## src/common/idl_pkg.sv

```systemverilog
/*
 * Package of the stillness detection block: register indices, field layout,
 * reset values and the encodings of the sequencing mode and enable fields.
 * Assumes a 32-bit Avalon-MM slave with byte addresses (index times four).
 */
package idl_pkg;

	// ----------------------------------------------------------------
	// Bus and data widths
	// ----------------------------------------------------------------
	localparam int ADDR_W   = 8;
	localparam int DATA_W   = 32;
	localparam int IDX_W    = 6;
	localparam int SAMPLE_W = 14;
	localparam int THR_W    = 13;
	localparam int CNT_W    = 16;
	localparam int STAT_W   = 2;

	// ----------------------------------------------------------------
	// Register indices; byte address is four times the index
	// ----------------------------------------------------------------
	localparam logic [IDX_W-1:0] REG_THR_HIGH_IDX = 6'h23;
	localparam logic [IDX_W-1:0] REG_THR_LOW_IDX  = 6'h24;
	localparam logic [IDX_W-1:0] REG_CNT_HIGH_IDX = 6'h25;
	localparam logic [IDX_W-1:0] REG_CNT_LOW_IDX  = 6'h26;
	localparam logic [IDX_W-1:0] REG_CTL_IDX      = 6'h27;
	localparam logic [IDX_W-1:0] REG_STATUS_IDX   = 6'h30;
	localparam logic [IDX_W-1:0] REG_MASK_IDX     = 6'h31;

	// ----------------------------------------------------------------
	// Field positions and reset values
	// ----------------------------------------------------------------
	localparam int THR_LOW_LSB    = 2;
	localparam int THR_LOW_W      = 6;
	localparam int THR_HIGH_W     = 7;
	localparam int CTL_W          = 6;
	localparam int CTL_MOTION_LSB = 0;
	localparam int CTL_STILL_LSB  = 2;
	localparam int CTL_MODE_LSB   = 4;
	localparam int STAT_MOTION    = 0;
	localparam int STAT_STILL     = 1;
	localparam logic [7:0]  REG_RESET = 8'h00;
	localparam logic [15:0] CNT_SAT   = 16'hFFFF;

	// ----------------------------------------------------------------
	// Encodings
	// ----------------------------------------------------------------
	typedef enum logic [1:0] {
		MODE_DEFAULT     = 2'b00,
		MODE_LINKED      = 2'b01,
		MODE_DEFAULT_ALT = 2'b10,
		MODE_LOOPED      = 2'b11
	} idl_mode_t;

	typedef enum logic [1:0] {
		EN_OFF     = 2'b00,
		EN_ABS     = 2'b01,
		EN_OFF_ALT = 2'b10,
		EN_REF     = 2'b11
	} idl_en_t;

	typedef enum logic {
		SEQ_MOTION = 1'b0,
		SEQ_STILL  = 1'b1
	} idl_seq_t;

	// Decodes an enable field; only 01 and 11 switch detection on.
	function automatic logic idl_en_on(input logic [1:0] field);
		return (field == EN_ABS) || (field == EN_REF);
	endfunction : idl_en_on

endpackage : idl_pkg

```

## src/verilog/idl_still_cmp.sv

```systemverilog
/*
 * Per-axis magnitude comparison against the stillness threshold.
 * Assumes samples and reference are stable while the caller samples the result.
 */
`timescale 1ns/100ps

module idl_still_cmp
	import idl_pkg::*;
(
	input  wire logic signed [2:0][idl_pkg::SAMPLE_W-1:0] smp,       // X, Y, Z samples.
	input  wire logic signed [2:0][idl_pkg::SAMPLE_W-1:0] ref_smp,   // Reference samples.
	input  wire logic                                     use_ref,   // Subtract reference.
	input  wire logic        [idl_pkg::THR_W-1:0]         thr,       // Stillness threshold.
	output logic                                          all_still  // Every axis below threshold.
);
	logic [2:0] axis_still;

	// ----------------------------------------------------------------
	// One comparator per axis
	// ----------------------------------------------------------------
	for (genvar i = 0; i < 3; i++) begin : g_axis
		logic signed [SAMPLE_W:0] diff;
		logic        [SAMPLE_W:0] mag;
		// Difference is one bit wider so a full-scale swing cannot wrap.
		always_comb begin
			diff = $signed({smp[i][SAMPLE_W-1], smp[i]})
				- (use_ref ? $signed({ref_smp[i][SAMPLE_W-1], ref_smp[i]}) : $signed((SAMPLE_W+1)'(0)));
			mag  = diff[SAMPLE_W] ? (SAMPLE_W+1)'(-diff) : diff;
			axis_still[i] = mag < {2'b00, thr};
		end
	end

	// Stillness needs every axis under the threshold at once.
	assign all_still = &axis_still;

endmodule : idl_still_cmp

```

## src/verilog/idl_detect_top.sv

```systemverilog
/*
 * Stillness detection and activity/stillness sequencing with its register file.
 * Assumes an Avalon-MM master on CLK, samples and activity events from logic
 * on the same clock, and SAMPLE_VALID pulsing once per output sample.
 */
// What this block does
// Axis still when magnitude below threshold.
// Threshold low bits 7:2, high 12:6.
// Event after programmed consecutive all-still samples.
// Count high byte lower address, low next.
// Registers reset zero; reserved bits read zero.
// Modes 00 and 10: both run, host-acknowledged.
// Auxiliary activity only in default mode.
// Mode 01: alternate detection, host acknowledges.
// Mode 11: alternate detection, internal acknowledge.
// Linked modes need both enables set.
// Sequencing affects only the acceleration axes.
// Host uses default mode for free fall.
// Stillness enable: 01 absolute, 11 referenced.
// Motion enable: 01 absolute, 11 referenced.
// Any axis over threshold restarts count.
// Re-arming restarts the count.
`timescale 1ns/100ps

module idl_detect_top
	import idl_pkg::*;
(
	input  wire logic                                     CLK,                // 100 MHz clock.
	input  wire logic                                     SRST,               // Synchronous reset.
	input  wire logic        [idl_pkg::ADDR_W-1:0]        AVS_ADDRESS,        // Byte address.
	input  wire logic                                     AVS_READ,           // Read request.
	input  wire logic                                     AVS_WRITE,          // Write request.
	input  wire logic        [3:0]                        AVS_BYTEENABLE,     // Byte lanes.
	input  wire logic        [idl_pkg::DATA_W-1:0]        AVS_WRITEDATA,      // Write data.
	output logic             [idl_pkg::DATA_W-1:0]        AVS_READDATA,       // Read data.
	output logic                                          AVS_WAITREQUEST,    // Stall the master.
	input  wire logic                                     SAMPLE_VALID,       // New sample strobe.
	input  wire logic signed [2:0][idl_pkg::SAMPLE_W-1:0] SAMPLE_XYZ,         // X, Y, Z samples.
	input  wire logic                                     MOTION_EVENT_IN,    // Activity detector hit.
	output logic                                          MOTION_ARMED,       // Axis activity armed.
	output logic                                          MOTION_REFERENCED,  // Activity referenced.
	output logic                                          AUX_MOTION_ALLOWED, // Temp/aux activity allowed.
	output logic                                          AUTOSLEEP_ALLOWED,  // Autosleep may run.
	output logic                                          STILL_ARMED,        // Stillness armed.
	output logic                                          STILL_EVENT,        // Stillness detected pulse.
	output logic                                          IRQ                 // Interrupt level.
);
	logic                    ack_q;
	logic [DATA_W-1:0]       rdata_q;
	logic [IDX_W-1:0]        idx;
	logic                    wr_acc, rd_acc;
	logic [THR_LOW_W-1:0]    thr_low_q;
	logic [THR_HIGH_W-1:0]   thr_high_q;
	logic [7:0]              cnt_high_q, cnt_low_q;
	logic [CTL_W-1:0]        ctl_q;
	logic [STAT_W-1:0]       status_q, mask_q;
	logic [THR_W-1:0]        thr;
	logic [CNT_W-1:0]        target;
	logic                    motion_on, still_on, still_ref, linked, looped;
	idl_seq_t                seq_q;
	logic                    still_armed, still_armed_q, rearm;
	logic signed [2:0][SAMPLE_W-1:0] ref_q;
	logic                    ref_valid_q, cmp_valid, all_still;
	logic [CNT_W-1:0]        run_q;
	logic                    still_hit, motion_hit, still_evt_q;

	// ----------------------------------------------------------------
	// Avalon-MM slave: every access waits one cycle, then completes
	// ----------------------------------------------------------------
	assign idx             = AVS_ADDRESS[ADDR_W-1:2];
	assign AVS_WAITREQUEST = (AVS_READ | AVS_WRITE) & ~ack_q;
	assign wr_acc          = AVS_WRITE & ack_q & AVS_BYTEENABLE[0];
	assign rd_acc          = AVS_READ & ack_q;
	assign AVS_READDATA    = rdata_q;

	// Acknowledge flop; drops at the accepting edge so requests never merge.
	always_ff @(posedge CLK) begin
		if (SRST) begin
			ack_q <= 1'b0;
		end else begin
			ack_q <= (AVS_READ | AVS_WRITE) & ~ack_q;
		end
	end

	// Read data is captured in the waiting cycle; unmapped reads return zero.
	always_ff @(posedge CLK) begin
		if (SRST) begin
			rdata_q <= '0;
		end else if (AVS_READ & ~ack_q) begin
			unique case (idx)
				REG_THR_HIGH_IDX: rdata_q <= DATA_W'({1'b0, thr_high_q});
				REG_THR_LOW_IDX:  rdata_q <= DATA_W'({thr_low_q, 2'b00});
				REG_CNT_HIGH_IDX: rdata_q <= DATA_W'(cnt_high_q);
				REG_CNT_LOW_IDX:  rdata_q <= DATA_W'(cnt_low_q);
				REG_CTL_IDX:      rdata_q <= DATA_W'(ctl_q);
				REG_STATUS_IDX:   rdata_q <= DATA_W'(status_q);
				REG_MASK_IDX:     rdata_q <= DATA_W'(mask_q);
				default:          rdata_q <= '0;
			endcase
		end
	end

	// ----------------------------------------------------------------
	// Configuration registers
	// ----------------------------------------------------------------
	// Writable fields only; reserved bits are never stored.
	always_ff @(posedge CLK) begin
		if (SRST) begin
			thr_low_q  <= THR_LOW_W'(REG_RESET);
			thr_high_q <= THR_HIGH_W'(REG_RESET);
			cnt_high_q <= REG_RESET;
			cnt_low_q  <= REG_RESET;
			ctl_q      <= CTL_W'(REG_RESET);
			mask_q     <= STAT_W'(REG_RESET);
		end else if (wr_acc) begin
			if (idx == REG_THR_LOW_IDX)  thr_low_q  <= AVS_WRITEDATA[THR_LOW_LSB +: THR_LOW_W];
			if (idx == REG_THR_HIGH_IDX) thr_high_q <= AVS_WRITEDATA[THR_HIGH_W-1:0];
			if (idx == REG_CNT_HIGH_IDX) cnt_high_q <= AVS_WRITEDATA[7:0];
			if (idx == REG_CNT_LOW_IDX)  cnt_low_q  <= AVS_WRITEDATA[7:0];
			if (idx == REG_CTL_IDX)      ctl_q      <= AVS_WRITEDATA[CTL_W-1:0];
			if (idx == REG_MASK_IDX)     mask_q     <= AVS_WRITEDATA[STAT_W-1:0];
		end
	end

	// Assembled threshold and sample count.
	assign thr    = {thr_high_q, thr_low_q};
	assign target = {cnt_high_q, cnt_low_q};

	// ----------------------------------------------------------------
	// Mode decode
	// ----------------------------------------------------------------
	assign motion_on = idl_en_on(ctl_q[CTL_MOTION_LSB +: 2]);
	assign still_on  = idl_en_on(ctl_q[CTL_STILL_LSB +: 2]);
	assign still_ref = ctl_q[CTL_STILL_LSB +: 2] == EN_REF;
	// Linking only takes hold with both detectors enabled; else default mode.
	assign linked = ctl_q[CTL_MODE_LSB] & motion_on & still_on;
	assign looped = linked & (ctl_q[CTL_MODE_LSB +: 2] == MODE_LOOPED);

	// Armed outputs; only the axis detectors follow the sequence.
	assign still_armed        = still_on & (~linked | (seq_q == SEQ_STILL));
	assign STILL_ARMED        = still_armed;
	assign MOTION_ARMED       = motion_on & (~linked | (seq_q == SEQ_MOTION));
	assign MOTION_REFERENCED  = ctl_q[CTL_MOTION_LSB +: 2] == EN_REF;
	assign AUX_MOTION_ALLOWED = motion_on & ~linked;
	assign AUTOSLEEP_ALLOWED  = linked;
	assign motion_hit         = MOTION_EVENT_IN & MOTION_ARMED;

	// ----------------------------------------------------------------
	// Sequencer: activity is looked for first, then stillness
	// ----------------------------------------------------------------
	always_ff @(posedge CLK) begin
		if (SRST) begin
			seq_q <= SEQ_MOTION;
		end else if (~linked) begin
			seq_q <= SEQ_MOTION;
		end else begin
			unique case (seq_q)
				SEQ_MOTION: if (motion_hit) seq_q <= SEQ_STILL;
				SEQ_STILL:  if (still_hit) seq_q <= SEQ_MOTION;
			endcase
		end
	end

	// Arming edge detect.
	always_ff @(posedge CLK) begin
		if (SRST) begin
			still_armed_q <= 1'b0;
		end else begin
			still_armed_q <= still_armed;
		end
	end
	assign rearm = still_armed & ~still_armed_q;

	// ----------------------------------------------------------------
	// Reference capture for referenced stillness
	// ----------------------------------------------------------------
	// The first sample after arming becomes the reference and is not counted.
	always_ff @(posedge CLK) begin
		if (SRST) begin
			ref_valid_q <= 1'b0;
			ref_q       <= '0;
		end else if (rearm | ~still_armed) begin
			ref_valid_q <= 1'b0;
		end else if (SAMPLE_VALID & ~ref_valid_q) begin
			ref_valid_q <= 1'b1;
			ref_q       <= SAMPLE_XYZ;
		end
	end

	idl_still_cmp u_cmp (
		.smp       (SAMPLE_XYZ),
		.ref_smp   (ref_q),
		.use_ref   (still_ref),
		.thr       (thr),
		.all_still (all_still)
	);

	// ----------------------------------------------------------------
	// Consecutive still sample counter
	// ----------------------------------------------------------------
	assign cmp_valid = SAMPLE_VALID & still_armed & ~rearm & (~still_ref | ref_valid_q);
	// Fires once when the run reaches the target; a target of zero acts as one.
	assign still_hit = cmp_valid & all_still
		& ((17'(run_q) + 17'd1) == {1'b0, (target == '0) ? CNT_W'(1) : target});

	always_ff @(posedge CLK) begin
		if (SRST) begin
			run_q <= '0;
		end else if (rearm | ~still_armed) begin
			run_q <= '0;
		end else if (cmp_valid) begin
			if (~all_still) begin
				run_q <= '0;
			end else if (run_q != CNT_SAT) begin
				run_q <= run_q + CNT_W'(1);
			end
		end
	end

	// Registered event pulse.
	always_ff @(posedge CLK) begin
		if (SRST) begin
			still_evt_q <= 1'b0;
		end else begin
			still_evt_q <= still_hit;
		end
	end
	assign STILL_EVENT = still_evt_q;

	// ----------------------------------------------------------------
	// Status, mask and interrupt
	// ----------------------------------------------------------------
	// Looped mode clears itself at the next sample; otherwise a status read
	// clears it. A new event in the clearing cycle wins.
	always_ff @(posedge CLK) begin
		if (SRST) begin
			status_q <= STAT_W'(REG_RESET);
		end else begin
			for (int b = 0; b < STAT_W; b++) begin
				if ((b == STAT_MOTION) ? motion_hit : still_hit) begin
					status_q[b] <= 1'b1;
				end else if (looped & SAMPLE_VALID) begin
					status_q[b] <= 1'b0;
				end else if (~looped & rd_acc & (idx == REG_STATUS_IDX)) begin
					status_q[b] <= 1'b0;
				end
			end
		end
	end
	assign IRQ = |(status_q & mask_q);

	// ----------------------------------------------------------------
	// Assertions
	// ----------------------------------------------------------------
	a_thr_low_write: assert property (@(posedge CLK) disable iff (SRST)
		wr_acc && idx == REG_THR_LOW_IDX |=> thr[5:0] == $past(AVS_WRITEDATA[7:2]))
		else $error("threshold low bits not taken from write data");
	a_cnt_high_write: assert property (@(posedge CLK) disable iff (SRST)
		wr_acc && idx == REG_CNT_HIGH_IDX |=> target[15:8] == $past(AVS_WRITEDATA[7:0]))
		else $error("count high byte not taken from write data");
	a_ctl_reserved_zero: assert property (@(posedge CLK) disable iff (SRST)
		rd_acc && idx == REG_CTL_IDX |-> AVS_READDATA[DATA_W-1:6] == '0)
		else $error("control reserved bits read nonzero");
	a_reset_zero: assert property (@(posedge CLK)
		$past(SRST) |-> target == '0 && thr == '0 && ctl_q == '0)
		else $error("registers not zero after reset");
	a_event_needs_run: assert property (@(posedge CLK) disable iff (SRST)
		STILL_EVENT |-> $past(cmp_valid) && $past(all_still) && $past(run_q) + 1 >= $past(target))
		else $error("stillness event without a full run");
	a_restart_on_motion: assert property (@(posedge CLK) disable iff (SRST)
		cmp_valid && !all_still |=> run_q == '0)
		else $error("run not restarted by an active axis");
	a_restart_on_arm: assert property (@(posedge CLK) disable iff (SRST)
		rearm |=> run_q == '0)
		else $error("run not restarted on arming");
	a_default_both: assert property (@(posedge CLK) disable iff (SRST)
		!ctl_q[CTL_MODE_LSB] && motion_on && still_on |-> MOTION_ARMED && STILL_ARMED && !AUTOSLEEP_ALLOWED)
		else $error("default mode does not run both detectors");
	a_linked_one: assert property (@(posedge CLK) disable iff (SRST)
		linked |-> !(MOTION_ARMED && STILL_ARMED))
		else $error("linked mode armed both detectors");
	a_host_ack_hold: assert property (@(posedge CLK) disable iff (SRST)
		!looped && status_q[STAT_STILL] && !(rd_acc && idx == REG_STATUS_IDX) |=> status_q[STAT_STILL])
		else $error("status cleared without a host read");
	a_loop_self_ack: assert property (@(posedge CLK) disable iff (SRST)
		looped && SAMPLE_VALID && !motion_hit && !still_hit |=> status_q == '0)
		else $error("looped mode did not acknowledge internally");
	a_aux_default: assert property (@(posedge CLK) disable iff (SRST)
		AUX_MOTION_ALLOWED |-> !linked && motion_on)
		else $error("auxiliary activity allowed outside default mode");
	a_off_code: assert property (@(posedge CLK) disable iff (SRST)
		ctl_q[CTL_STILL_LSB +: 2] == EN_OFF_ALT |-> !STILL_ARMED ##1 !STILL_EVENT)
		else $error("stillness armed with enable code 10");
	a_thr_high_write: assert property (@(posedge CLK) disable iff (SRST)
		wr_acc && idx == REG_THR_HIGH_IDX |=> thr[12:6] == $past(AVS_WRITEDATA[6:0]))
		else $error("threshold high bits not taken from write data");
	a_cnt_low_write: assert property (@(posedge CLK) disable iff (SRST)
		wr_acc && idx == REG_CNT_LOW_IDX |=> target[7:0] == $past(AVS_WRITEDATA[7:0]))
		else $error("count low byte not taken from write data");
	a_fallback_default: assert property (@(posedge CLK) disable iff (SRST)
		!(motion_on && still_on) |-> !AUTOSLEEP_ALLOWED && STILL_ARMED == still_on && MOTION_ARMED == motion_on)
		else $error("linking taken without both enables");
	a_link_handover: assert property (@(posedge CLK) disable iff (SRST)
		linked && motion_hit && !(wr_acc && idx == REG_CTL_IDX) |=> STILL_ARMED && !MOTION_ARMED)
		else $error("activity hit did not hand over to stillness");
	a_link_return: assert property (@(posedge CLK) disable iff (SRST)
		linked && still_hit && !(wr_acc && idx == REG_CTL_IDX) |=> MOTION_ARMED && !STILL_ARMED)
		else $error("stillness hit did not hand back to activity");
	a_event_status: assert property (@(posedge CLK) disable iff (SRST)
		still_hit |=> STILL_EVENT && status_q[STAT_STILL])
		else $error("stillness hit lost");
	a_read_clears: assert property (@(posedge CLK) disable iff (SRST)
		!looped && rd_acc && idx == REG_STATUS_IDX && !still_hit |=> !status_q[STAT_STILL])
		else $error("status read did not clear stillness bit");
	a_ref_uncounted: assert property (@(posedge CLK) disable iff (SRST)
		still_ref && SAMPLE_VALID && !ref_valid_q |=> run_q == '0)
		else $error("reference sample was counted");

endmodule : idl_detect_top

```

## config.mk

```make
export PLATFORM = sky130hd
export DESIGN_NAME = idl_detect_top
export DESIGN_NICKNAME = d
export VERILOG_FILES = /design/src/common/idl_pkg.sv /design/src/verilog/idl_still_cmp.sv /design/src/verilog/idl_detect_top.sv
export SDC_FILE = /design/constraint.sdc
export NUM_CORES = 1
export LEC_CHECK = 0
export BUFFER_PORTS_ARGS = -buffer_cell sky130_fd_sc_hd__buf_4
export CORE_MARGIN = 2
export CORE_UTILIZATION = 46
export DETAILED_ROUTE_END_ITERATION = 10
export GPL_ROUTABILITY_DRIVEN = 0
export PLACE_DENSITY_LB_ADDON = 0.25
export SYNTH_ARGS = -nofsm -noshare
export SYNTH_HDL_FRONTEND = slang
export SYNTH_HIERARCHICAL = 1
export SYNTH_SLANG_ARGS = --single-unit
```

## constraint.sdc

```tcl
create_clock -name CLK -period 8.3 [get_ports CLK]
set_input_delay 0 -clock CLK [delete_from_list [all_inputs] [get_ports CLK]]
set_output_delay 0 -clock CLK [all_outputs]
set_load 0.02 [all_outputs]
```

After elaboration in Yosys (flattened, before gate mapping)
Index checks and enable logic that the tools add are counted.
{"block": "word_totals", "reg_bits": 134, "in_bits": 92, "out_inout_bits": 40, "word_cells": 116}
{"block": "classes", "n_addsub": 8, "order_cmp": 3, "eq_ne": 15, "mux": 17, "bitwise_logic": 38, "n_reduce_logical": 17}
{"cell": "$mux 15", "n": 6}
{"cell": "$pmux 8 s7", "n": 1}
{"cell": "$mux 16", "n": 3}
{"cell": "$lt 15x13->1", "n": 3}
{"cell": "$neg 15->15", "n": 3}
{"cell": "$sub 14x15->15", "n": 3}
{"cell": "$eq 6x6->1 const B", "n": 7}
{"cell": "$and 1x1->1", "n": 22}
{"cell": "$add 16x1->17 const B", "n": 1}
{"cell": "$eq 17x16->1", "n": 1}
{"cell": "$add 16x1->16 const B", "n": 1}
{"cell": "$logic_not 16->1", "n": 1}
{"cell": "$ne 16x16->1 const B", "n": 1}
{"cell": "$reduce_and 2->1", "n": 8}
{"cell": "$not 1->1", "n": 10}
{"cell": "$eq 2x2->1 const B", "n": 3}
{"cell": "$mux 1", "n": 6}
{"cell": "$reduce_bool 3->1", "n": 2}
{"cell": "$reduce_or 2->1", "n": 3}
{"cell": "$or 1x1->1", "n": 5}
{"cell": "$eq 2x1->1 const B", "n": 2}
{"cell": "$reduce_and 3->1", "n": 1}
{"cell": "$and 2x2->2", "n": 1}
{"cell": "$logic_or 1x1->1", "n": 2}
{"cell": "2 further kinds", "n": 2}

Logic depth before layout (Yosys ltp)
{"block": "logic_depth", "depth_word": 15, "depth_mapped": 31, "ltp_nobuf": 29}

By module
The synthesis kept the hierarchy.
{"mod": "idl_detect_top", "n_inst": 1, "cells_each": 625, "area_each_um2": 5280.1, "seq_area_each_um2": 2202.1}
{"mod": "idl_still_cmp", "n_inst": 1, "cells_each": 540, "area_each_um2": 3827.4, "seq_area_each_um2": 0.0}

Worst setup path before layout
Ideal clock, no wire load.
{"block": "synth_path", "kind": "register -> register", "start": "register ctl_q[2]", "end": "register run_q[6]", "setup_ns": 0.070, "arrival_time_ns": 6.058, "required_time_ns": 8.230, "slack_ns": 2.172, "stages_incl_launch_ff": 30, "n_path_buf": 3, "synth_period_minus_slack_ns": 6.128, "path_cell_list": "dfxtp_1 -> and2_1 -> clkbuf_1 -> clkbuf_1 -> and2_1 -> ha_1 -> inv_1 -> fa_1 -> a21o_1 -> a221oi_2 -> xor2_1 -> nand3_1 -> nand2b_1 -> or3_1 -> nor3_1 -> or3_1 -> nand2_1 -> ha_1 -> a222oi_1 -> o211ai_1 -> or3_1 -> a211oi_1 -> o211ai_1 -> a211oi_2 -> nand4_1 -> a21oi_1 -> clkbuf_1 -> a21o_1 -> nand2_1 -> a21oi_1"}
{"block": "synth_via", "elab_cells_between_ends": 36, "cone_classes": "6 x add/sub; 3 x order compare; 3 x eq/ne; 7 x mux; 13 x bitwise; 4 x reduce/logical"}
{"item": "from (decl)", "line": "idl_detect_top.sv:55", "source": "logic [CTL_W-1:0] ctl_q;"}
{"item": "from (signal assigned)", "line": "idl_detect_top.sv:113", "source": "ctl_q <= CTL_W'(REG_RESET);"}
{"item": "from (signal assigned)", "line": "idl_detect_top.sv:120", "source": "if (idx == REG_CTL_IDX) ctl_q <= AVS_WRITEDATA[CTL_W-1:0];"}
{"item": "$eq 2x2->1 (*)", "line": "idl_detect_top.sv:134", "source": "assign still_ref = ctl_q[CTL_STILL_LSB +: 2] == EN_REF;"}
{"item": "net still_ref", "line": "idl_detect_top.sv:59", "source": "logic motion_on, still_on, still_ref, linked, looped;"}
{"item": "$mux 15", "line": "idl_still_cmp.sv:27", "source": "- (use_ref ? $signed({ref_smp[i][SAMPLE_W-1], ref_smp[i]}) : $signed((SAMPLE_W+1)'(0)));"}
{"item": "$sub 14x15->15", "line": "idl_still_cmp.sv:27"}
{"item": "$neg 15->15", "line": "idl_still_cmp.sv:28", "source": "mag = diff[SAMPLE_W] ? (SAMPLE_W+1)'(-diff) : diff;"}
{"item": "$mux 15", "line": "idl_still_cmp.sv:28"}
{"item": "$lt 15x13->1", "line": "idl_still_cmp.sv:29", "source": "axis_still[i] = mag < {2'b00, thr};"}
{"item": "$reduce_and 3->1 (*)", "line": "idl_still_cmp.sv:34", "source": "assign all_still = &axis_still;"}
{"item": "net all_still", "line": "idl_detect_top.sv:63", "source": "logic ref_valid_q, cmp_valid, all_still;"}
{"item": "$ne 2x1->1 (no line)"}
{"item": "$reduce_and 2->1 (no line)"}
{"item": "to (signal assigned)", "line": "idl_detect_top.sv:215", "source": "run_q <= run_q + CNT_W'(1);"}
{"item": "to (decl)", "line": "idl_detect_top.sv:64", "source": "logic [CNT_W-1:0] run_q;"}
The timed path passes the listed nets; every way through them passes the cells marked *.
A chain may end at the register's enable or synchronous reset.

Worst setup path after layout
{"block": "layout_path", "start": "register ctl_q[2]", "end": "register run_q[0]"}
The elaborated chain is that of the path after synthesis.

==> run summary <==
The sequential cell area came out at 2200 sq um. The vias per cell is 5.48. The source-to-sink clock delay at the later pin of the worst-skew pair is 360 ps. In this run the number of H-tree levels came out at 3. Wires add up to 22.5 mm. The worst setup slack after layout is 1010 ps. Before antenna repair, the detailed router went through 5 iterations. The post-cts gate resize count is 0. STA classifies the critical path startpoint as a flop.

The first-pass GRT wire length came out at 37.7 mm. The cell area after synthesis came out at 9110 sq um. The worst reg-to-reg setup slack is 1010 ps. Among all flip-flop cells after synthesis, the most frequent one is sky130_fd_sc_hd__dfxtp_1. Setup violations remaining at the end of the flow were counted as 0. The row count is 51. Across every metal layer, demand over resource in global routing totals 22.2%. The number of primary I/O pins came out at 132.

The number of sinks handled by clock tree synthesis came out at 110. The final-report hold violation count was 0. The multi-input combinational cell area is 6520 sq um. The final critical delay including setup and external delays is 7290 ps. Data on the critical path arrives at its endpoint at 7560 ps. The overall via count from detail_route is 8436. The number of different library cells used by synthesis comes to 81. The critical setup path kind is reg -> reg. The violation count after the first detailed-routing iteration came out at 604. In this run the horizontal extent of the chip is 145 microns. The overall die height is 145 microns. STA classifies the critical path endpoint as a flop. The proportion of layout cells with a drive suffix above 1 came out at 10.7%. Summing the sequential cell areas from Yosys gives 24.2% of the chip area.

The total power is 1.30 mW. For this design the static power due to leakage is 4.05 nW. The CTS tree is done.

The fill cell total of the finished layout is 1837. The hold-fix buffer count after cts came out at 54. The placed instance count came out at 1469. For the worst setup path, the data required time is 8570 ps. The flip-flop and latch count after synthesis came out at 110.

The die covers 20900 sq um. After clock tree synthesis, the clock-pin slew on the worst setup and hold paths is 80 ps. The transition time at the pin with the least slew margin came out at 1090 ps. The standard cell core area is 19500 sq um. The final critical-path share of the clock period came out at 87.9%.

The layout overhead on the synthesized area came out at 16.9%. The buffer levels on the longest clock path came out at 2. The startpoint of the worst-slack reg-to-reg timing path is ctl_q[2]. The terminus of the critical flop-to-flop path is run_q[0]. Timing would allow up to 0.137 GHz. The pin count of the biggest net entering global routing is 95. The largest fanout on the critical path came out at 26. The routed length per placed instance is 14.6 microns. The final routed DRC violation total is 0. The number of antenna violations at the first check in global routing came to 0. Setup repair after global routing left no endpoint under its margin. The detail route stage leaves a number of antenna-violating nets equal to 0. The max-slew violation count came to 0. The minimum setup slack after placement came out at 1230 ps. The wire-length estimate of the detail-placed layout is 16.7 mm.

The critical path starts at ctl_q[2]. In the synthesized netlist the async set-or-reset flop fraction comes to 0%. Buffers inserted during clock tree synthesis total 9. The count of yosys warnings during synthesis came out at 6. The worst ir drop on vdd is 0.0917 mV.

The count of placed standard cells in the final layout, fillers left out is 1540. The accumulated negative setup slack came out at 0 ps. The cell depth of the worst flop-to-flop path came out at 26. The min-delay analysis places its worst path in the category in -> reg.

Clock tree synthesis selected as its root buffer the cell sky130_fd_sc_hd__clkbuf_16. The tool flagged a number of max-cap violations equal to 0. The post-CTS setup buffer count is 0. The end-of-flow core utilization is 54.7%.

The count of buffers inserted at the top-level ports is 78. The number of global-route vias before repair came out at 7674. The worst slew slack as a fraction of its limit came out at 27.6%.

The most critical setup path has its endpoint at run_q[0]. Between clock sinks in the finished design, the worst skew comes to 7.40 ps. The synthesized instance count is 1165. The effective utilization at floorplan came out at 46.8%. The flow ran to the end, and the final reports show no timing, DRC or antenna violations. The ratio of total power to cell area came out at 122 nW/um^2.

The antenna diode count came out at 0. The average instance area after synthesis came out at 7.82 sq um. Summed over all layers, the global routing overflow is 0. Yosys mapped a number of flops with a built-in enable equal to 0. The net count reported at finish came out at 1449.
[how the worst min path moves through the flow]
stage	from	end	depth (start not counted)
finish	AVS_ADDRESS[6]	thr_high_q[2]	4
global route	AVS_ADDRESS[6]	thr_high_q[3]	4
CTS	AVS_ADDRESS[6]	thr_high_q[5]	4
detailed placement	SAMPLE_VALID	ref_valid_q	3
global placement	SAMPLE_XYZ[14]	ref_q[14]	3
floorplan	SRST	still_armed_q	1
[registers in the layout (all words and copies together) (netlist names)]
| signal | cells |
|---|---|
| ack_q | 1 |
| run_q | 16 |
| thr_high_q | 7 |
| still_armed_q | 1 |
| thr_low_q | 6 |
| ctl_q | 6 |
| status_q | 2 |
| ref_valid_q | 1 |
| STILL_EVENT | 1 |
| ref_q | 42 |
| seq_q | 1 |
| cnt_high_q | 8 |
| cnt_low_q | 8 |
| mask_q | 2 |
| AVS_READDATA | 8 |
[power breakdown]
part,total (mW),internal [mW],switching [mW],leakage [nW]
combinational,0.320,0.145,0.176,3.01
clock,0.446,0.221,0.225,0.149
sequential,0.530,0.529,0.00144,0.886
total,1.30,0.895,0.402,4.05
[per-stage QoR]
step / hold slack, ps / cell area, sq um
6_report: 64.2 / 10600
3_5_place_dp: 267 / 9790
5_1_grt: 63.9 / 10600
2_1_floorplan: 83.9 / 9190
3_3_place_gp: 259 / 9790
4_1_cts: 50.8 / 10600
[kinds of logic (layout without fill, tap and decap cells)]
family                     count (synthesis)  count (layout)  synth area share (%)
and+or+nand+nor                          467             467                  25.0
AOI/OAI and AO/OA                        266             266                  18.8
DFF                                      110             110                  24.2
buffers and inverters                     97             184                  5.21
adders and majority gates                 87              87                  12.2
xor gates and xnor gates                  82              82                  7.89
muxes                                     55              55                  6.68
other                                      1              24                0.0412
[Yosys cell counts, drive strengths merged (4+ instances only)]
cell | count | area share (%)
a22oi | 8 | 0.66
and3 | 10 | 0.69
o211ai | 7 | 0.58
or3 | 19 | 1.4
o31ai | 7 | 0.63
nor2b | 8 | 0.55
mux2i | 45 | 4.9
dfxtp | 110 | 24
o31a | 4 | 0.38
xor2 | 34 | 3.3
mux4 | 4 | 0.99
a21oi | 101 | 5.6
a21boi | 4 | 0.33
buf | 33 | 2.6
a221oi | 7 | 0.74
a211oi | 8 | 0.71
nor4 | 16 | 1.8
a2111oi | 4 | 0.38
nor3 | 28 | 1.6
ha | 84 | 12
clkbuf | 34 | 1.4
a2111o | 5 | 0.62
o2111ai | 7 | 0.67
o21a | 8 | 0.66
and2 | 12 | 0.84
mux2 | 6 | 0.74
xnor2 | 48 | 4.6
nand3 | 23 | 1.3
nand2b | 7 | 0.48
nand4 | 11 | 0.92
or2 | 4 | 0.27
o21ai | 42 | 2.3
nor3b | 6 | 0.49
inv | 30 | 1.2
nand2 | 182 | 7.5
o22ai | 4 | 0.27
nor2 | 117 | 4.8
a21o | 23 | 1.9
nand3b | 10 | 0.82
a31oi | 7 | 0.48
[worst max-delay path: stages (launching register included)]
cell,delay [ps]
sky130_fd_sc_hd__dfxtp_1,480
sky130_fd_sc_hd__and2_1,200
sky130_fd_sc_hd__buf_4,290
sky130_fd_sc_hd__nand2_1,90
sky130_fd_sc_hd__ha_1,380
sky130_fd_sc_hd__and3_1,180
sky130_fd_sc_hd__a22oi_1,100
sky130_fd_sc_hd__a21oi_1,310
sky130_fd_sc_hd__a21oi_1,140
sky130_fd_sc_hd__o21ai_0,300
sky130_fd_sc_hd__nand2_1,120
sky130_fd_sc_hd__a31oi_1,570
sky130_fd_sc_hd__nor2_1,140
sky130_fd_sc_hd__xor2_1,170
sky130_fd_sc_hd__ha_1,300
sky130_fd_sc_hd__a21o_1,180
sky130_fd_sc_hd__a2111oi_0,580
sky130_fd_sc_hd__nor4_1,140
sky130_fd_sc_hd__or3_1,390
sky130_fd_sc_hd__a211oi_1,250
sky130_fd_sc_hd__o211ai_1,190
sky130_fd_sc_hd__a211oi_2,320
sky130_fd_sc_hd__nand4_1,300
sky130_fd_sc_hd__a21oi_1,510
sky130_fd_sc_hd__buf_4,260
sky130_fd_sc_hd__nor2_1,50
sky130_fd_sc_hd__a211oi_1,230
[per-layer routing]
layer,wire (microns),track usage (%)
met1,11200,31.7
met2,10100,35.2
met3,996,3.03
met4,244,5.67
met5,0,0
[layout make-up]
class                      instances  share of cell area [%]
multi-input combinational        981                    61.3
sequential                       110                    20.7
timing repair buffer             138                    11.1
tap                              265                    3.11
clock buffer                      10                    2.24
inverter                          30                    1.06
clock inverter                     6                   0.564
[placed cells by master, fill, tap and decap left out, types with 10 or more instances in the layout]
master,synthesis,routed
sky130_fd_sc_hd__a21o_1,23,23
sky130_fd_sc_hd__a21oi_1,101,101
sky130_fd_sc_hd__and2_1,11,11
sky130_fd_sc_hd__and3_1,10,10
sky130_fd_sc_hd__buf_4,28,83
sky130_fd_sc_hd__conb_1,1,24
sky130_fd_sc_hd__dfxtp_1,110,110
sky130_fd_sc_hd__dlygate4sd3_1,0,54
sky130_fd_sc_hd__ha_1,84,84
sky130_fd_sc_hd__inv_1,30,30
sky130_fd_sc_hd__mux2i_1,45,45
sky130_fd_sc_hd__nand2_1,182,182
sky130_fd_sc_hd__nand3_1,22,22
sky130_fd_sc_hd__nand3b_1,10,10
sky130_fd_sc_hd__nand4_1,10,10
sky130_fd_sc_hd__nor2_1,117,117
sky130_fd_sc_hd__nor3_1,26,25
sky130_fd_sc_hd__o21ai_0,37,37
sky130_fd_sc_hd__or3_1,18,18
sky130_fd_sc_hd__xnor2_1,48,48
sky130_fd_sc_hd__xor2_1,34,34
Note: power is estimated with default switching activity, not from simulation.
